[config.mk]
export PLATFORM = sky130hd
export DESIGN_NAME = system_clock_divider
export DESIGN_NICKNAME = d
export VERILOG_FILES = /design/src/logic/sysclk_pkg.sv /design/src/logic/wrap_counter.sv /design/src/logic/system_clock_divider.sv
export VERILOG_INCLUDE_DIRS = /design/src /design/src/logic
export SDC_FILE = /design/constraint.sdc
export NUM_CORES = 1
export LEC_CHECK = 0
export ABC_AREA = 1
export CAP_MARGIN = 40
export CORE_ASPECT_RATIO = 1.4
export CORE_MARGIN = 5
export CORE_UTILIZATION = 55
export DETAILED_ROUTE_END_ITERATION = 8
export DONT_BUFFER_PORTS = 1
export PLACE_DENSITY = 0.7
export SLEW_MARGIN = 10
export SYNTH_ARGS = -nofsm -noshare
export SYNTH_HDL_FRONTEND = slang
export SYNTH_SLANG_ARGS = --single-unit
[constraint.sdc]
create_clock -name clock -period 3.4 [get_ports clock]
set_input_delay 0.34 -clock clock [delete_from_list [all_inputs] [get_ports clock]]
set_output_delay 0.34 -clock clock [all_outputs]
set_load 0.02 [all_outputs]
[src/logic/sysclk_defines.svh]
// Register map, field positions and reset values of the system clock divider
//
// Contract
// - System clock is the oscillator clock divided by the selected ratio.
// - A ratio written at run time takes effect without reset or mode change.
// - The divided clock can be driven out on the clock-output pin.
// - Divide control is one 8-bit read/write register at low address ff5d.
// - Reset and hardware standby load fc; software standby keeps the value.
// - Bits 7 to 2 are read-only, read as ones, writes ignored.
// - Field 00 divides by 1, 01 by 2, 10 by 4, 11 by 8.
// - All on-chip modules are clocked from the divided system clock.
// - Software standby wake-up wait is counted in divided clock cycles.
`ifndef SYSCLK_DEFINES_SVH
`define SYSCLK_DEFINES_SVH

`define SCD_ADDR_W       16
`define SCD_DATA_W       8
`define SCD_CTRL_ADDR    16'hff5d
`define SCD_CTRL_RESET   8'hfc
`define SCD_RATIO_LSB    0
`define SCD_RATIO_MSB    1
`define SCD_RSVD_ONES    6'h3f
`define SCD_READ_IDLE    8'h00
`define SCD_DIV_W        3
`define SCD_WAKE_W       16
`define SCD_WAKE_CYCLES  16'h2000

`endif

[src/logic/sysclk_pkg.sv]
// Types shared by the system clock divider files
package sysclk_pkg;

  typedef enum logic [1:0] {
    ratio_full = 2'b00,
    ratio_div2 = 2'b01,
    ratio_div4 = 2'b10,
    ratio_div8 = 2'b11
  } ratio_e;

  typedef enum logic {
    wake_idle = 1'b0,
    wake_wait = 1'b1
  } wake_state_e;

  typedef struct packed {
    logic [15:0] addr;
    logic [7:0]  wdata;
    logic        wr;
    logic        rd;
  } reg_req_s;

endpackage

[src/logic/wrap_counter.sv]
// Enabled counter that wraps at a programmable limit
`timescale 1ns/1ps
module wrap_counter #(
  parameter int WIDTH = 3
) (
  // Clock and reset
  input  wire logic             clock,
  input  wire logic             rst_b,
  // Control
  input  wire logic             clear,
  input  wire logic             enable,
  input  wire logic [WIDTH-1:0] limit,
  // Status
  output logic      [WIDTH-1:0] count,
  output logic                  wrap
);

  logic [WIDTH-1:0] next_count;

  assign wrap = enable && !clear && (count == limit);

  always_comb begin
    next_count = count;
    if (clear) begin
      next_count = '0;
    end else if (wrap) begin
      next_count = '0;
    end else if (enable) begin
      next_count = count + WIDTH'(1);
    end
  end

  always_ff @(posedge clock) begin
    if (!rst_b) begin
      count <= '0;
    end else begin
      count <= next_count;
    end
  end

endmodule // wrap_counter

[src/logic/system_clock_divider.sv]
// System clock divider with its control register and wake-up wait counter
//
// Our own choice: the address-and-strobe port.
`timescale 1ns/1ps
`include "sysclk_defines.svh"
module system_clock_divider #(
  parameter logic [`SCD_WAKE_W-1:0] WAKE_CYCLES = `SCD_WAKE_CYCLES
) (
  // Clock and reset
  input  wire logic                    clock,
  input  wire logic                    rst_b,
  // Register port
  input  sysclk_pkg::reg_req_s         reg_req,
  output logic [`SCD_DATA_W-1:0]       rdata,
  // Power-down state
  input  wire logic                    hw_standby,
  input  wire logic                    sw_standby,
  // Wake-up wait
  input  wire logic                    wake_start,
  output logic                         wake_busy,
  output logic                         wake_done,
  // Divided clock
  output logic                         sys_tick,
  output logic                         clk_out,
  output logic                         clk_out_en
);

  // Ratio field of the reset value; a literal cannot be part-selected
  localparam logic [`SCD_DATA_W-1:0] CTRL_RESET  = `SCD_CTRL_RESET;
  localparam sysclk_pkg::ratio_e     RATIO_RESET = sysclk_pkg::ratio_e'(
    CTRL_RESET[`SCD_RATIO_MSB:`SCD_RATIO_LSB]);

  // Control register and read path
  sysclk_pkg::ratio_e              ratio_sel;
  sysclk_pkg::ratio_e              next_ratio_sel;
  logic [`SCD_DATA_W-1:0]          next_rdata;
  logic                            hit;

  assign hit = (reg_req.addr == `SCD_CTRL_ADDR);

  always_comb begin
    next_ratio_sel = ratio_sel;
    next_rdata     = `SCD_READ_IDLE;
    if (hw_standby) begin
      next_ratio_sel = RATIO_RESET;
    end else if (reg_req.wr && hit) begin
      // Upper bits are not stored, so writes to them vanish
      next_ratio_sel = sysclk_pkg::ratio_e'(
        reg_req.wdata[`SCD_RATIO_MSB:`SCD_RATIO_LSB]);
    end
    if (reg_req.rd && hit) begin
      next_rdata = {`SCD_RSVD_ONES, ratio_sel};
    end
  end

  always_ff @(posedge clock) begin
    if (!rst_b) begin
      ratio_sel <= RATIO_RESET;
      rdata     <= `SCD_READ_IDLE;
    end else begin
      ratio_sel <= next_ratio_sel;
      rdata     <= next_rdata;
    end
  end

  // Divider
  sysclk_pkg::ratio_e              ratio_live;
  sysclk_pkg::ratio_e              next_ratio_live;
  logic [`SCD_DIV_W-1:0]           div_limit;
  logic [`SCD_DIV_W-1:0]           div_count;
  logic                            raw_tick;

  function automatic logic [`SCD_DIV_W-1:0] ratio_limit(
    input sysclk_pkg::ratio_e r
  );
    logic [`SCD_DIV_W-1:0] lim;
    lim = 3'h0;
    case (r)
      sysclk_pkg::ratio_full: lim = 3'h0;
      sysclk_pkg::ratio_div2: lim = 3'h1;
      sysclk_pkg::ratio_div4: lim = 3'h3;
      sysclk_pkg::ratio_div8: lim = 3'h7;
      default:                lim = 3'h0;
    endcase
    return lim;
  endfunction

  assign div_limit = ratio_limit(ratio_live);

  wrap_counter #(
    .WIDTH (`SCD_DIV_W)
  ) u_div_counter (
    .clock  (clock),
    .rst_b  (rst_b),
    .clear  (hw_standby),
    .enable (1'b1),
    .limit  (div_limit),
    .count  (div_count),
    .wrap   (raw_tick)
  );

  // Switching mid-period would give a short pulse, so wait for the wrap
  always_comb begin
    next_ratio_live = ratio_live;
    if (hw_standby) begin
      next_ratio_live = RATIO_RESET;
    end else if (raw_tick) begin
      next_ratio_live = ratio_sel;
    end
  end

  always_ff @(posedge clock) begin
    if (!rst_b) begin
      ratio_live <= RATIO_RESET;
    end else begin
      ratio_live <= next_ratio_live;
    end
  end

  // Module enable halts in either standby; the divider keeps running in software standby but is cleared in hardware standby
  assign sys_tick = raw_tick && !sw_standby && !hw_standby;

  // Clock-output pin
  logic                            next_clk_out;
  logic                            next_clk_out_en;

  always_comb begin
    next_clk_out    = raw_tick || sw_standby;
    next_clk_out_en = !hw_standby;
  end

  always_ff @(posedge clock) begin
    if (!rst_b) begin
      clk_out    <= 1'b0;
      clk_out_en <= 1'b0;
    end else begin
      clk_out    <= next_clk_out;
      clk_out_en <= next_clk_out_en;
    end
  end

  // Wake-up wait, counted in divided periods
  sysclk_pkg::wake_state_e         wake_state;
  sysclk_pkg::wake_state_e         next_wake_state;
  logic                            next_wake_done;
  logic                            wake_wrap;
  logic [`SCD_WAKE_W-1:0]          wake_count;
  logic [`SCD_WAKE_W-1:0]          wake_limit;

  assign wake_limit = WAKE_CYCLES - `SCD_WAKE_W'(1);
  assign wake_busy  = (wake_state == sysclk_pkg::wake_wait);

  wrap_counter #(
    .WIDTH (`SCD_WAKE_W)
  ) u_wake_counter (
    .clock  (clock),
    .rst_b  (rst_b),
    .clear  (!wake_busy || hw_standby),
    .enable (raw_tick),
    .limit  (wake_limit),
    .count  (wake_count),
    .wrap   (wake_wrap)
  );

  always_comb begin
    next_wake_state = wake_state;
    next_wake_done  = 1'b0;
    case (wake_state)
      sysclk_pkg::wake_idle: begin
        if (wake_start && !hw_standby) begin
          next_wake_state = sysclk_pkg::wake_wait;
        end
      end
      sysclk_pkg::wake_wait: begin
        if (hw_standby) begin
          next_wake_state = sysclk_pkg::wake_idle;
        end else if (wake_wrap) begin
          next_wake_state = sysclk_pkg::wake_idle;
          next_wake_done  = 1'b1;
        end
      end
      default: next_wake_state = sysclk_pkg::wake_idle;
    endcase
  end

  always_ff @(posedge clock) begin
    if (!rst_b) begin
      wake_state <= sysclk_pkg::wake_idle;
      wake_done  <= 1'b0;
    end else begin
      wake_state <= next_wake_state;
      wake_done  <= next_wake_done;
    end
  end

  // Checks
  a_read_reserved_ones: assert property (
    @(posedge clock) disable iff (!rst_b)
    reg_req.rd && hit |=> rdata[7:2] == `SCD_RSVD_ONES)
    else $error("reserved bits did not read as ones");

  a_read_ratio_value: assert property (
    @(posedge clock) disable iff (!rst_b)
    reg_req.rd && hit |=> rdata[1:0] == $past(ratio_sel))
    else $error("read data does not match the ratio field");

  a_unmapped_reads_zero: assert property (
    @(posedge clock) disable iff (!rst_b)
    !(reg_req.rd && hit) |=> rdata == `SCD_READ_IDLE)
    else $error("read data not idle outside a register read");

  a_write_takes_ratio: assert property (
    @(posedge clock) disable iff (!rst_b)
    reg_req.wr && hit && !hw_standby
      |=> ratio_sel == $past(reg_req.wdata[1:0]))
    else $error("written ratio not stored");

  a_hw_standby_init: assert property (
    @(posedge clock) disable iff (!rst_b)
    hw_standby |=> ratio_sel == sysclk_pkg::ratio_full
      && ratio_live == sysclk_pkg::ratio_full)
    else $error("hardware standby did not reinitialise the ratio");

  a_sw_standby_keeps: assert property (
    @(posedge clock) disable iff (!rst_b)
    sw_standby && !hw_standby && !reg_req.wr |=> $stable(ratio_sel))
    else $error("ratio changed during software standby");

  a_div8_spacing: assert property (
    @(posedge clock) disable iff (!rst_b || hw_standby)
    raw_tick && ratio_sel == sysclk_pkg::ratio_div8
      |=> !raw_tick [*7] ##1 raw_tick)
    else $error("divide by eight period wrong");

  a_div2_spacing: assert property (
    @(posedge clock) disable iff (!rst_b || hw_standby)
    raw_tick && ratio_sel == sysclk_pkg::ratio_div2
      |=> !raw_tick ##1 raw_tick)
    else $error("divide by two period wrong");

  a_div4_spacing: assert property (
    @(posedge clock) disable iff (!rst_b || hw_standby)
    raw_tick && ratio_sel == sysclk_pkg::ratio_div4
      |=> !raw_tick [*3] ##1 raw_tick)
    else $error("divide by four period wrong");

  a_full_every_cycle: assert property (
    @(posedge clock) disable iff (!rst_b || hw_standby)
    raw_tick && ratio_sel == sysclk_pkg::ratio_full |=> raw_tick)
    else $error("divide by one does not tick every cycle");

  a_ratio_on_boundary: assert property (
    @(posedge clock) disable iff (!rst_b)
    !$stable(ratio_live)
      |-> $past(raw_tick) || $past(hw_standby) || !$past(rst_b))
    else $error("ratio switched inside a divided period");

  a_pin_follows_tick: assert property (
    @(posedge clock) disable iff (!rst_b)
    raw_tick && !hw_standby |=> clk_out && clk_out_en)
    else $error("clock pin does not follow the divided clock");

  a_module_tick_gated: assert property (
    @(posedge clock) disable iff (!rst_b)
    sys_tick |-> div_count == div_limit && !sw_standby && !hw_standby)
    else $error("module enable outside a divided tick");

  a_wake_on_tick: assert property (
    @(posedge clock) disable iff (!rst_b)
    wake_done |-> $past(raw_tick) && $past(wake_busy) && !wake_busy)
    else $error("wake wait ended off a divided tick");

  a_wake_starts: assert property (
    @(posedge clock) disable iff (!rst_b)
    $rose(wake_busy) |-> $past(wake_start))
    else $error("wake wait started without a request");

endmodule // system_clock_divider

---- Yosys cells after proc, flatten, opt, wreduce, memory -nomap -nowiden ----
Index checks and enable logic that the tools add are counted.
Widths: inputs -> output; s select.
word-level totals
  logic and storage cells ................. 47
  register bits ........................... 35
  output and inout bits ................... 13
  bits of input ports ..................... 31
operators by class
  muxes and demuxes ....................... 7
  add/subtract/negate cells ............... 2
  bitwise gates (word level) .............. 2
  reductions and logical operators ........ 20
  equal/unequal tests ..................... 6
operator list
  kind                   count
  $add 16x1->16 const B  1
  $eq 16x13->1 const B   1
  $eq 16x16->1 const B   1
  $pmux 3 s4             1
  $reduce_or 3->1        3
  $logic_and 1x1->1      8
  $mux 8                 1
  $eq 2x2->1 const B     2
  $logic_not 1->1        4
  $mux 1                 4
  $add 3x1->3 const B    1
  $eq 3x3->1             1
  $eq 2x1->1 const B     1
  $logic_not 2->1        1
  $logic_or 1x1->1       2
  $not 1->1              2
  $pmux 1 s2             1
  $reduce_and 2->1       1
  $reduce_or 2->1        1

---- Longest topological paths before layout ----
Gate-level depths: netlist of the first run.
  depth after elaboration ................. 9
  depth in mapped cells ................... 11
  mapped depth without buffers ............ 11

---- By module ----
Synthesis of the first run repeated with hierarchy kept, for this count alone.
unflattened totals
  cell total of the unflattened synthesis .. 325
  area total of the unflattened synthesis .. 1959.4 um^2
by module, submodules not included
  module                          area an instance (um^2)  cells an instance  sequential area each (um^2)  times used
  wrap_counter at u_wake_counter  1178.6                   197                320.3                        1
  system_clock_divider            574.3                    92                 220.2                        1
  wrap_counter at u_div_counter   206.4                    36                 60.1                         1

---- Least setup slack after synthesis of the first run ----
Ideal clock, no wire load.
  kind .................................... register to output
  start ................................... register u_div_counter.count[2]
  end ..................................... output sys_tick
  required time ........................... 3060 ps
  path buffers ............................ 1
  setup slack ............................. 1908 ps
  arrival time ............................ 1152 ps
  stages on the path, launching flop included .. 8
  cells stage by stage .................... dfxtp_1 > inv_2 > nand2_1 > nand2_1 > nand2_1 > nand3_2 > buf_6 > nor2_1
on the way
  word-level cells in the longest chain between the ends .. 4
RTL lines
  item                            RTL line                     source
  start: declaration              wrap_counter.sv:14           output logic [WIDTH-1:0] count,
  start signal: assignment        wrap_counter.sv:37           count <= next_count;
  $eq 3x3->1                      wrap_counter.sv:20           assign wrap = enable && !clear && (count == limit);
  $logic_and 1x1->1               wrap_counter.sv:20
  $logic_and 1x1->1 (2 in a row)  system_clock_divider.sv:121  assign sys_tick = raw_tick && !sw_standby && !hw_standby;
  end: declaration                system_clock_divider.sv:23   output logic sys_tick,
No other way between the ends.

---- Final worst setup path of the first run ----
Ends and elaborated chain as after synthesis.

==> metrics.md, run 1 <==
| Metric | Value |
|---|---|
| Post-CTS Setup Bufs | `0` |
| Crit path capture type | `output port` |
| Sequential-to-total area share from yosys stat | `0.357` |
| Num ports | `44` |
| Status | `finished clean` |
| Pin count of the biggest net entering global routing | `24` |
| Via-per-instance ratio | `5.03` |
| Final worst slack | `1480 ps` |
| Tot GR Track Use | `0.164` |
| Synthesized area per cell | `7.01 sq um` |
| First-pass GRT wire length | `5.36 mm` |
| Share of cells above drive strength 1 | `0.137` |
| Dominant synthesized flop cell | `dfxtp_1` |
| CTS Hold Bufs | `0` |
| Peak supply drop | `0.284 mV` |
| Port Buffer Count | `0` |
| Fin Setup TNS | `0 ps` |
| Chip width | `between 50 and 60 microns` |
| Placed insts | `270` |
| CTS resizes | `0` |
| GP Congestion | `0.854` |
| Worst Hold Class | `in2reg` |
| DPL Wire Length | `roughly 2.3 mm` |
| Clk slew on worst S/H paths | `about 60 ps` |
| Clock insertion delay at the later pin of the skew report | `around 280 ps` |
| Mapped Area | `~0.0017 sq mm` |
| Cell Area, Placed | `0.00166 sq mm` |
| Final cell count without fillers | `278` |
| Vias | `between 1000 and 1500` |
| Core Region | `0.00291 sq mm` |
| Die height | `75.5 microns` |
| Clock Skews | `approximately 4.8 ps` |
| PD cells | `around 400 mW/mm^2` |
| Arr. time, crit path | `approximately 1600 ps` |
| # DRC | `0` |
| Fin area | `0.00175 sq mm` |
| Drt wl/cell | `11.2 microns` |
| Slew Viols, Final | `0` |
| Most instantiated cells after synthesis | `nand2_1, nor2_1, dfxtp_1, inv_1` |
| Tcrit/Tclk final | `0.566` |
| Filler cell count | `between 200 and 300` |
| Syn. warnings | `0` |
| Top cell type's share of synthesized area | `0.357` |
| Number of max-cap violations | `0` |
| Clock root cell | `clkbuf_8` |
| CTS Buf Count | `5` |
| FFs w/ async S/R, synth | `0` |
| WHS | `136 ps` |
| Slew @ Worst Pin | `458 ps` |
| Post-DRT Antenna Nets | `0` |
| Die footprint | `approximately 0.0043 sq mm` |
| Fin crit period | `around 1900 ps` |
| Leakage power | `0.691 nW` |
| Largest cells by area after synthesis | `dfxtp_1, nand2_1, nor2_1` |
| Setup WS pre-CTS | `around 1800 ps` |
| Startpoint types | `flop` |
| Unrepaired setup endpoints after global routing | `no` |
| Overall Power | `707 uW` |
| Area grow syn2layout | `4.09%` |
| Final wirelength | `3.12 mm` |
| CTS Sinks | `30` |
| Crit-path max FO | `23` |
| Cells after synthesis | `240` |
| WP data required | `3060 ps` |
| Core Util, Final | `0.603` |
| Synth Net Count | `273` |
| Clk buf depth | `2` |
| DRT Pass-1 Iters | `4` |
| Drt first-iter violations | `27` |
| Antenna diode count | `0` |
| Starting Density | `0.579` |
| Crit path kind | `reg2out` |
| Count leader, synth | `nand2_1` |
| H-tree lvl count | `2` |
| Final setup vio count | `0` |
| Yosys top cell by area | `dfxtp_1` |
| Final number of hold-violating endpoints | `0` |
| #FFs+latches synth | `30` |
| Sequential cell area | `601 sq um` |
| Rel. slew slack | `0.695` |
| Row count | `23` |
| Total grt overflow | `0` |
| Footprint of the multi-input gates | `886 sq um` |
| Final nets | `273` |
| Max Clk Rate | `just over 500 MHz` |
| Number of synthesized flops with an enable pin | `0` |
| Initial antenna violation count | `0` |
| Unique masters post-synth | `25` |
| CTS tree | `built` |
| Vias in the first global route | `1289` |
[area by class of cell]
| class | instances | share of cell area |
|---|---|---|
| clock buffers | 7 | 0.0493 |
| clock inverters | 1 | 0.00286 |
| multi-input cells | 173 | 0.506 |
| flip-flops and latches | 30 | 0.343 |
| well taps | 37 | 0.0264 |
| repair buffers | 2 | 0.0129 |
| inverters | 28 | 0.0600 |
[registers in the layout, indices dropped and copies added (netlist names)]
signal / cells
wake_busy: 1
ratio_live: 2
u_div_counter.count: 3
clk_out: 1
clk_out_en: 1
ratio_sel: 2
wake_done: 1
rdata: 3
u_wake_counter.count: 16
[layer usage]
layer  global-route usage  vias to the layer above  share of wire
li1                     -                      745              -
met1                0.168                      625           0.43
met2                0.285                       21           0.49
met3               0.0542                        6          0.049
met4                0.111                        0          0.024
met5                    0                        -              0
[worst paths after layout]
path | start | to | slack [ps] | depth (start not counted)
min | hw_standby | clk_out_en | 140 | 1
max | u_div_counter.count[2] | sys_tick | 1480 | 7
min reg2reg | ratio_sel[0] | rdata[0] | 450 | 2
max reg2reg | u_wake_counter.count[0] | u_wake_counter.count[9] | 1780 | 10
[power by group]
part	internal, mW	switching (mW)	total (mW)
Combinational	0.0144	0.0367	0.0511
Clock	0.163	0.131	0.293
Sequential	0.356	0.00636	0.363
[worst max-delay path, cell delays in order, from the launching register on]
cell     delay (ps)
dfxtp_1         440
inv_2            50
nand2_1          80
nand2_1          50
nand2_1          70
nand3_2          60
buf_4           210
nor2_1          330
[cell usage in the layout, fill, tap and decap left out, types with 2 or more instances in the layout]
cell	synthesis	final
xnor2_1	5	5
xor2_1	3	3
inv_2	2	2
clkbuf_8	0	6
nand3_2	2	2
nand3_1	11	11
nor2_2	8	8
dfxtp_1	30	30
nand2_4	2	2
a21oi_1	7	7
o21bai_1	2	2
a21oi_2	7	7
or2_0	2	2
nor2_1	31	31
nand4_1	11	11
ha_1	2	2
nand2_1	73	73
o21ai_0	3	3
inv_1	26	26
[cell families after synthesis]
family                     after synthesis  share of synthesized area
adders and majority gates                2                     0.0149
and+or+nand+nor                        143                      0.390
xor gates and xnor gates                 8                     0.0416
AOI/OAI and AO/OA                       20                     0.0795
DFF                                     30                      0.357
buffers and inverters                   37                      0.117
Power figures use the tool's default switching activity.
==> run 2, diff against run 1 <==
==> constraint.sdc (replaced) <==
create_clock -name clock -period 1.9 [get_ports clock]
set_input_delay 0.19 -clock clock [delete_from_list [all_inputs] [get_ports clock]]
set_output_delay 0.19 -clock clock [all_outputs]
set_load 0.02 [all_outputs]
==> run 2 against run 1 <==
Non-clock buffer count increased by 4. Global-route usage increased by 1.8 points. Clock power increased by 80%. Sequential share of layout area decreased by 0.55 points. Largest cell class unchanged. Largest power group unchanged. Highest routed layer unchanged.
==> metrics.md, run 2 (synthesis gave the netlist of run 1 again) <==
| Metric | Value |
|---|---|
| Share of cells above drive strength 1 | `0.151 (+0.0141)` |
| Reg2Reg Depth | `10 (unchanged)` |
| H-tree lvl count | `2 (unchanged)` |
| Slowest cell on crit path | `dfxtp_1` |
| Antenna diode count | `0 (unchanged)` |
| CTS tree | `built` |
| Number of max-cap violations | `0 (unchanged)` |
| CTS Sinks | `30 (unchanged)` |
| Cell Area, Placed | `0.00168 sq mm (+0.90%)` |
| Total grt overflow | `0 (unchanged)` |
| Most frequent cells in the layout | `nand2_1, nor2_1, dfxtp_1` |
| Vias | `1407 (+0.72%)` |
| Crit-path max FO | `6 (-74%)` |
| Worst Setup SP | `u_div_counter.count[2]` |
| Final number of hold-violating endpoints | `0 (unchanged)` |
| GP Congestion | `0.842 (-1.4%)` |
| Largest registers | `u_wake_counter.count x16, rdata x3, u_div_counter.count x3` |
| Worst Hold Class | `in2reg` |
| Crit path capture type | `output port` |
| WP data required | `1710 ps (-1350 ps)` |
| CTS Buf Count | `5 (unchanged)` |
| Clk slew on worst S/H paths | `60 ps (about the same)` |
| Peak supply drop | `0.449 mV (+58%)` |
| Die footprint | `0.00428 sq mm (unchanged)` |
| Worst Setup EP | `sys_tick` |
| Max Clk Rate | `around 610 MHz` |
| Via-per-instance ratio | `4.99 (-0.71%)` |
| Clock root cell | `clkbuf_8` |
| Port Buffer Count | `0 (unchanged)` |
| Reg-to-reg startpoint | `u_wake_counter.count[0]` |
| DRT Pass-1 Iters | `4 (unchanged)` |
| Overall Power | `1.28 mW (+81%)` |
| # DRC | `0 (unchanged)` |
| Leakage power | `0.707 nW (+2.4%)` |
| Final setup vio count | `0 (unchanged)` |
| Clock insertion delay at the later pin of the skew report | `280 ps (about the same)` |
| Drt first-iter violations | `56 (+110%)` |
| Num ports | `44 (unchanged)` |
| Crit path top cell by count | `nand2_1` |
| Fin crit period | `1630 ps` |
| PD cells | `719 mW/mm^2 (+78%)` |
| Fin area | `0.00178 sq mm (+1.6%)` |
| Slew @ Worst Pin | `374 ps (-83.4 ps)` |
| Vias in the first global route | `1449 (+12%)` |
| Unrepaired setup endpoints after global routing | `no` |
| Rel. slew slack | `0.750 (+0.0551)` |
| Sequential cell area | `601 sq um (unchanged)` |
| Initial antenna violation count | `0 (unchanged)` |
| Commonest non-fill, non-tap cell in the layout | `nand2_1` |
| Chip width | `56.8 microns (unchanged)` |
| Crit path cell chain | `inv_2, nand2_1, nand2_1, nand2_1, nand3_2, nor2_1` |
| Setup WS pre-CTS | `309 ps (-1480 ps)` |
| Slew Viols, Final | `0 (unchanged)` |
| Tcrit/Tclk final | `0.860` |
| Arr. time, crit path | `1440 ps (-140 ps)` |
| Core Util, Final | `0.613 (+0.00990)` |
| Fin Setup TNS | `0 ps (unchanged)` |
| Area grow syn2layout | `5.80%` |
| Clock Skews | `7.81 ps (+3.05 ps)` |
| Startpoint types | `flop` |
| DPL Wire Length | `2.43 mm (+7.2%)` |
| Drt wl/cell | `11.5 microns (+2.9%)` |
| Crit path kind | `reg2out` |
| Filler cell count | `291 (+2.5%)` |
| Clk buf depth | `2 (unchanged)` |
| R2r setup slk | `310 ps (-1470 ps)` |
| Final wirelength | `3.26 mm (+4.4%)` |
| Crit-path max cell delay | `420 ps (-20 ps)` |
| Top reg by flops | `u_wake_counter.count` |
| Max reg flops | `16 (unchanged)` |
| Final worst slack | `265 ps (-1210 ps)` |
| Post-DRT Antenna Nets | `0 (unchanged)` |
| Post-CTS Setup Bufs | `0 (unchanged)` |
| Die height | `75.5 microns (unchanged)` |
| First-pass GRT wire length | `6.05 mm (+13%)` |
| Core Region | `0.00291 sq mm (unchanged)` |
| Pin count of the biggest net entering global routing | `17 (-29%)` |
| Row count | `23 (unchanged)` |
| Tot GR Track Use | `0.181 (+0.0176)` |
| Status | `finished clean` |
| Final nets | `277 (+1.5%)` |
| Footprint of the multi-input gates | `886 sq um (unchanged)` |
| R2r endpoint | `u_wake_counter.count[9]` |
| Starting Density | `0.579 (unchanged)` |
## run 2: area by class of cell
class                           count  share of cell area
Clock buffer                        6              0.0464
Clock inverter                      2             0.00703
Inverter                           28              0.0590
Multi-Input combinational cell    173               0.498
Sequential cell                    30               0.337
Tap cell                           37              0.0260
Timing Repair Buffer                6              0.0267
## run 2: per-stage QoR
step	hold slack, ps	std cells
2_1_floorplan	273	240
3_3_place_gp	285	273
3_5_place_dp	283	273
4_1_cts	21.2	282
5_1_grt	16.6	282
6_report	25.4	282
## run 2: metal layers
metal | vias to the layer above | part of all wire | track usage
li1 | 749 | - | -
met1 | 629 | 0.39 | 0.187
met2 | 20 | 0.53 | 0.337
met3 | 9 | 0.049 | 0.0525
met4 | 0 | 0.024 | 0.0902
met5 | - | 0 | 0
## run 2: timing repair
action                    in CTS  in global routing
hold buffers                   1                  0
hold endpoints to repair       1                  0
gates resized for setup        0                  0
## run 2: worst max-delay path: cells and delay by family (launching register included)
family / cells / cell delay, ps
AND/OR/NAND/NOR: 5 / 680
flip-flops: 1 / 420
buffers and inverters: 1 / 50
## run 2: power breakdown
| group | leakage [nW] | internal [mW] | switching (mW) |
|---|---|---|---|
| clock | 0.0472 | 0.290 | 0.237 |
| sequential | 0.243 | 0.637 | 0.00971 |
| combinational | 0.418 | 0.0344 | 0.0706 |
## run 2: worst min-delay path by stage
stage                     startpoint    endpoint  slack, ps  depth (start not counted)
final                          rst_b     clk_out         30                          1
after global routing           rst_b     clk_out         20                          1
after CTS                      rst_b     clk_out         20                          1
after detailed placement  hw_standby  clk_out_en        280                          1
after global placement    hw_standby  clk_out_en        280                          1
after floorplan           hw_standby  clk_out_en        270                          1
==> run 3, diff against run 2 <==
--- a/config.mk
+++ b/config.mk
@@ -6,7 +6,6 @@
 export SDC_FILE = /design/constraint.sdc
 export NUM_CORES = 1
 export LEC_CHECK = 0
-export ABC_AREA = 1
 export CAP_MARGIN = 40
 export CORE_ASPECT_RATIO = 1.4
 export CORE_MARGIN = 5
==> run 3 against run 2 <==
Non-clock buffer count rose by 15. Final cell count fell by 27%. Largest cell class unchanged. Setup slack got worse by 210 ps. Sequential share of layout area rose by 1.7 points. Critical path depth fell by 1. Synthesized area fell by 17%. First-iteration DRC count fell by 66%. Combinational power fell by 29%. Largest power group unchanged. Global-route usage rose by 0.67 points. Via count fell by 11%. Synthesized cell count fell by 36%. Clock-buffer cell count rose by 1.
==> metrics.md, run 3 <==
| Metric | Value |
|---|---|
| Clock Skews | `6.44 ps (-1.37 ps)` |
| WHS | `17.3 ps (-8.14 ps)` |
| Sequential-to-total area share from yosys stat | `0.428 (+0.0713)` |
| GP Congestion | `0.742 (-12%)` |
| Drt wl/cell | `15.3 microns (+32%)` |
| Comb pwr share | `0.062 (-0.020)` |
| Overall Power | `1.20 mW (-6.1%)` |
| Startpoint types | `flop` |
| Sw frac | `0.212 (-0.0363)` |
| Mapped Area | `0.00140 sq mm (-17%)` |
| Die footprint | `0.00367 sq mm (-14%)` |
| Row count | `21 (-8.7%)` |
| Status | `finished clean` |
| Port Buffer Count | `0 (unchanged)` |
| Clock insertion delay at the later pin of the skew report | `320 ps (+40 ps)` |
| Starting Density | `0.580 (+0.00124)` |
| Commonest non-fill, non-tap cell in the layout | `dfxtp_1` |
| Slew @ Worst Pin | `418 ps (+43.7 ps)` |
| Largest cells by area after synthesis | `dfxtp_1, xnor2_1, a21oi_1` |
| Synth Area in Simple Gates | `0.281 (-0.109)` |
| Die height | `69.8 microns (-7.6%)` |
| Yosys top cell by area | `dfxtp_1` |
| Most instantiated cells after synthesis | `dfxtp_1, nand2_1, a21oi_1, nor2_1, xnor2_1` |
| Vias | `1246 (-11%)` |
| Count leader, synth | `dfxtp_1` |
| DRT Pass-1 Iters | `4 (unchanged)` |
| Setup WS pre-CTS | `6.10 ps (-303 ps)` |
| H-tree lvl count | `2 (unchanged)` |
| FFs w/ async S/R, synth | `0 (unchanged)` |
| Max Clk Rate | `541 MHz (-12%)` |
| Share of cells above drive strength 1 | `0.249 (+0.0975)` |
| Number of max-cap violations | `0 (unchanged)` |
| Clk pwr share | `0.405 (-0.007)` |
| Max reg flops | `16 (unchanged)` |
| Chip width | `52.7 microns (-7.2%)` |
| XOR/XNOR Fraction of Synth Area | `0.0500 (+0.00832)` |
| Post-DRT Antenna Nets | `0 (unchanged)` |
| Number of synthesized flops with an enable pin | `0 (unchanged)` |
| Switching pwr | `255 uW (-20%)` |
| Pint | `947 uW (-1.5%)` |
| Cells after synthesis | `154 (-36%)` |
| Drt first-iter violations | `19 (-66%)` |
| Worst Hold Class | `in2reg` |
| Final setup vio count | `0 (unchanged)` |
| Placed insts | `193 (-29%)` |
| WP data required | `1710 ps (about the same)` |
| Dominant synthesized flop cell | `dfxtp_1` |
| Pin count of the biggest net entering global routing | `17 (unchanged)` |
| Share of total power in sequential cells | `0.534 (+0.028)` |
| Clock root cell | `clkbuf_4` |
| Top cell type's share of synthesized area | `0.428 (+0.0713)` |
| Rel. slew slack | `0.721 (-0.0289)` |
| #FFs+latches synth | `30 (unchanged)` |
| Post-Synth Adder-Cell Area | `0.0178 (+0.00297)` |
| Arr. time, crit path | `1660 ps (+220 ps)` |
| Vias in the first global route | `1312 (-9.5%)` |
| PD cells | `703 mW/mm^2 (-2.2%)` |
| CTS Buf Count | `5 (unchanged)` |
| Largest family of logic cells by synthesized area | `simple AND/OR/NAND/NOR gates` |
| Unrepaired setup endpoints after global routing | `yes` |
| Unique masters post-synth | `35 (+40%)` |
| Top reg by flops | `u_wake_counter.count` |
| Filler cell count | `195 (-33%)` |
| Final number of hold-violating endpoints | `0 (unchanged)` |
| Final cell count without fillers | `207 (-27%)` |
| Synthesized area per cell | `9.11 sq um (+30%)` |
| Leakage power | `0.568 nW (-20%)` |
| CTS tree | `built` |
| Compound-Gate Fraction of Synth Area | `0.156 (+0.0766)` |
| Most frequent cells in the layout | `dfxtp_1, nand2_1, buf_4` |
| Tot GR Track Use | `0.188 (+0.00671)` |
| Crit path kind | `reg2out` |
| Clk buf depth | `2 (unchanged)` |
| Syn. warnings | `0 (unchanged)` |
| Crit path capture type | `output port` |
| Total grt overflow | `0 (unchanged)` |
| Core Region | `0.00242 sq mm (-17%)` |
| Fin crit period | `1850 ps (+214 ps)` |
| Final worst slack | `51.2 ps (-214 ps)` |
| Via-per-instance ratio | `6.02 (+21%)` |
| Crit-path max FO | `6 (unchanged)` |
| Final nets | `205 (-26%)` |
| CTS Sinks | `30 (unchanged)` |
| Clk slew on worst S/H paths | `90 ps (+30 ps)` |
| Area grow syn2layout | `21.9%` |
| Tcrit/Tclk final | `0.973 (+0.113)` |
| Mux share of post-synthesis cell area | `0.0143 (+0.0143)` |
| Final wirelength | `3.16 mm (-2.9%)` |
| Initial antenna violation count | `0 (unchanged)` |
| Fin Setup TNS | `0 ps (unchanged)` |
| DPL Wire Length | `2.19 mm (-10%)` |
| Num ports | `44 (unchanged)` |
| Largest registers | `u_wake_counter.count x16, rdata x3, u_div_counter.count x3` |
| # DRC | `0 (unchanged)` |
| Synth Net Count | `187 (-32%)` |
| Peak supply drop | `0.554 mV (+23%)` |
| Antenna diode count | `0 (unchanged)` |
| First-pass GRT wire length | `5.27 mm (-13%)` |
| Slew Viols, Final | `0 (unchanged)` |
==> run 3: final timing paths <==
check,slack (ps),to,depth (start not counted),startpoint
max,50,sys_tick,5,u_div_counter.count[2]
min,20,ratio_sel[1],2,reg_req[3]
max reg2reg,70,u_wake_counter.count[15],6,u_div_counter.count[2]
min reg2reg,470,ratio_live[1],2,ratio_sel[1]
==> run 3: area by class of cell <==
cell class / instances / area (sq um) / area share
well taps: 34 / 42.5 / 0.0249
inverters: 2 / 7.51 / 0.00439
clock buffers: 7 / 45.0 / 0.0263
flip-flops and latches: 30 / 607 / 0.355
multi-input cells: 112 / 798 / 0.467
clock inverters: 1 / 30.0 / 0.0176
repair buffers: 21 / 180 / 0.105
==> run 3: worst max-delay path: stages, from the launching register on <==
cell and delay (ps):
dfxtp_2 360, and4bb_1 320, o31ai_4 90, a21o_4 260
buf_6 130, nor2_4 160
==> run 3: cell families (layout without fill, tap and decap cells) <==
| logic type | Yosys count | after routing |
|---|---|---|
| flops | 30 | 30 |
| buf+inv | 12 | 31 |
| mux | 2 | 2 |
| fa+ha+maj | 2 | 2 |
| simple gates | 68 | 68 |
| xor+xnor | 8 | 8 |
| compound gates | 32 | 32 |
==> run 3: stage by stage <==
step / area (sq um) / util
after floorplan: 1400 / -
after global placement: 1500 / 0.622
after detailed placement: 1500 / 0.622
after CTS: 1620 / 0.669
after global routing: 1710 / 0.708
final: 1710 / 0.708
==> run 3: repair_timing <==
item | 4_1_cts | 5_1_grt
setup buffers | 0 | 4
hold buffers | 2 | 0
resized for setup | 6 | 20
setup endpoints to repair | 7 | 17
pin swaps | 2 | 15
hold endpoints to repair | 1 | 0
==> run 3: power by group through the flow <==
stage	Combinational (mW)	Clock, mW	Sequential (mW)
floorplan	0.0362	0	0.657
global placement	0.0517	0	0.658
detailed placement	0.0535	0	0.658
CTS	0.0609	0.501	0.643
global route	0.0800	0.526	0.642
finish	0.0742	0.486	0.641
==> run 3: metal layers <==
layer / global-route usage / share of wire / vias up
met1: 0.186 / 0.40 / 604
met2: 0.330 / 0.53 / 33
met4: 0.105 / 0.027 / 0
met5: 0 / 0 / -
met3: 0.0559 / 0.040 / 9
li1: - / - / 600
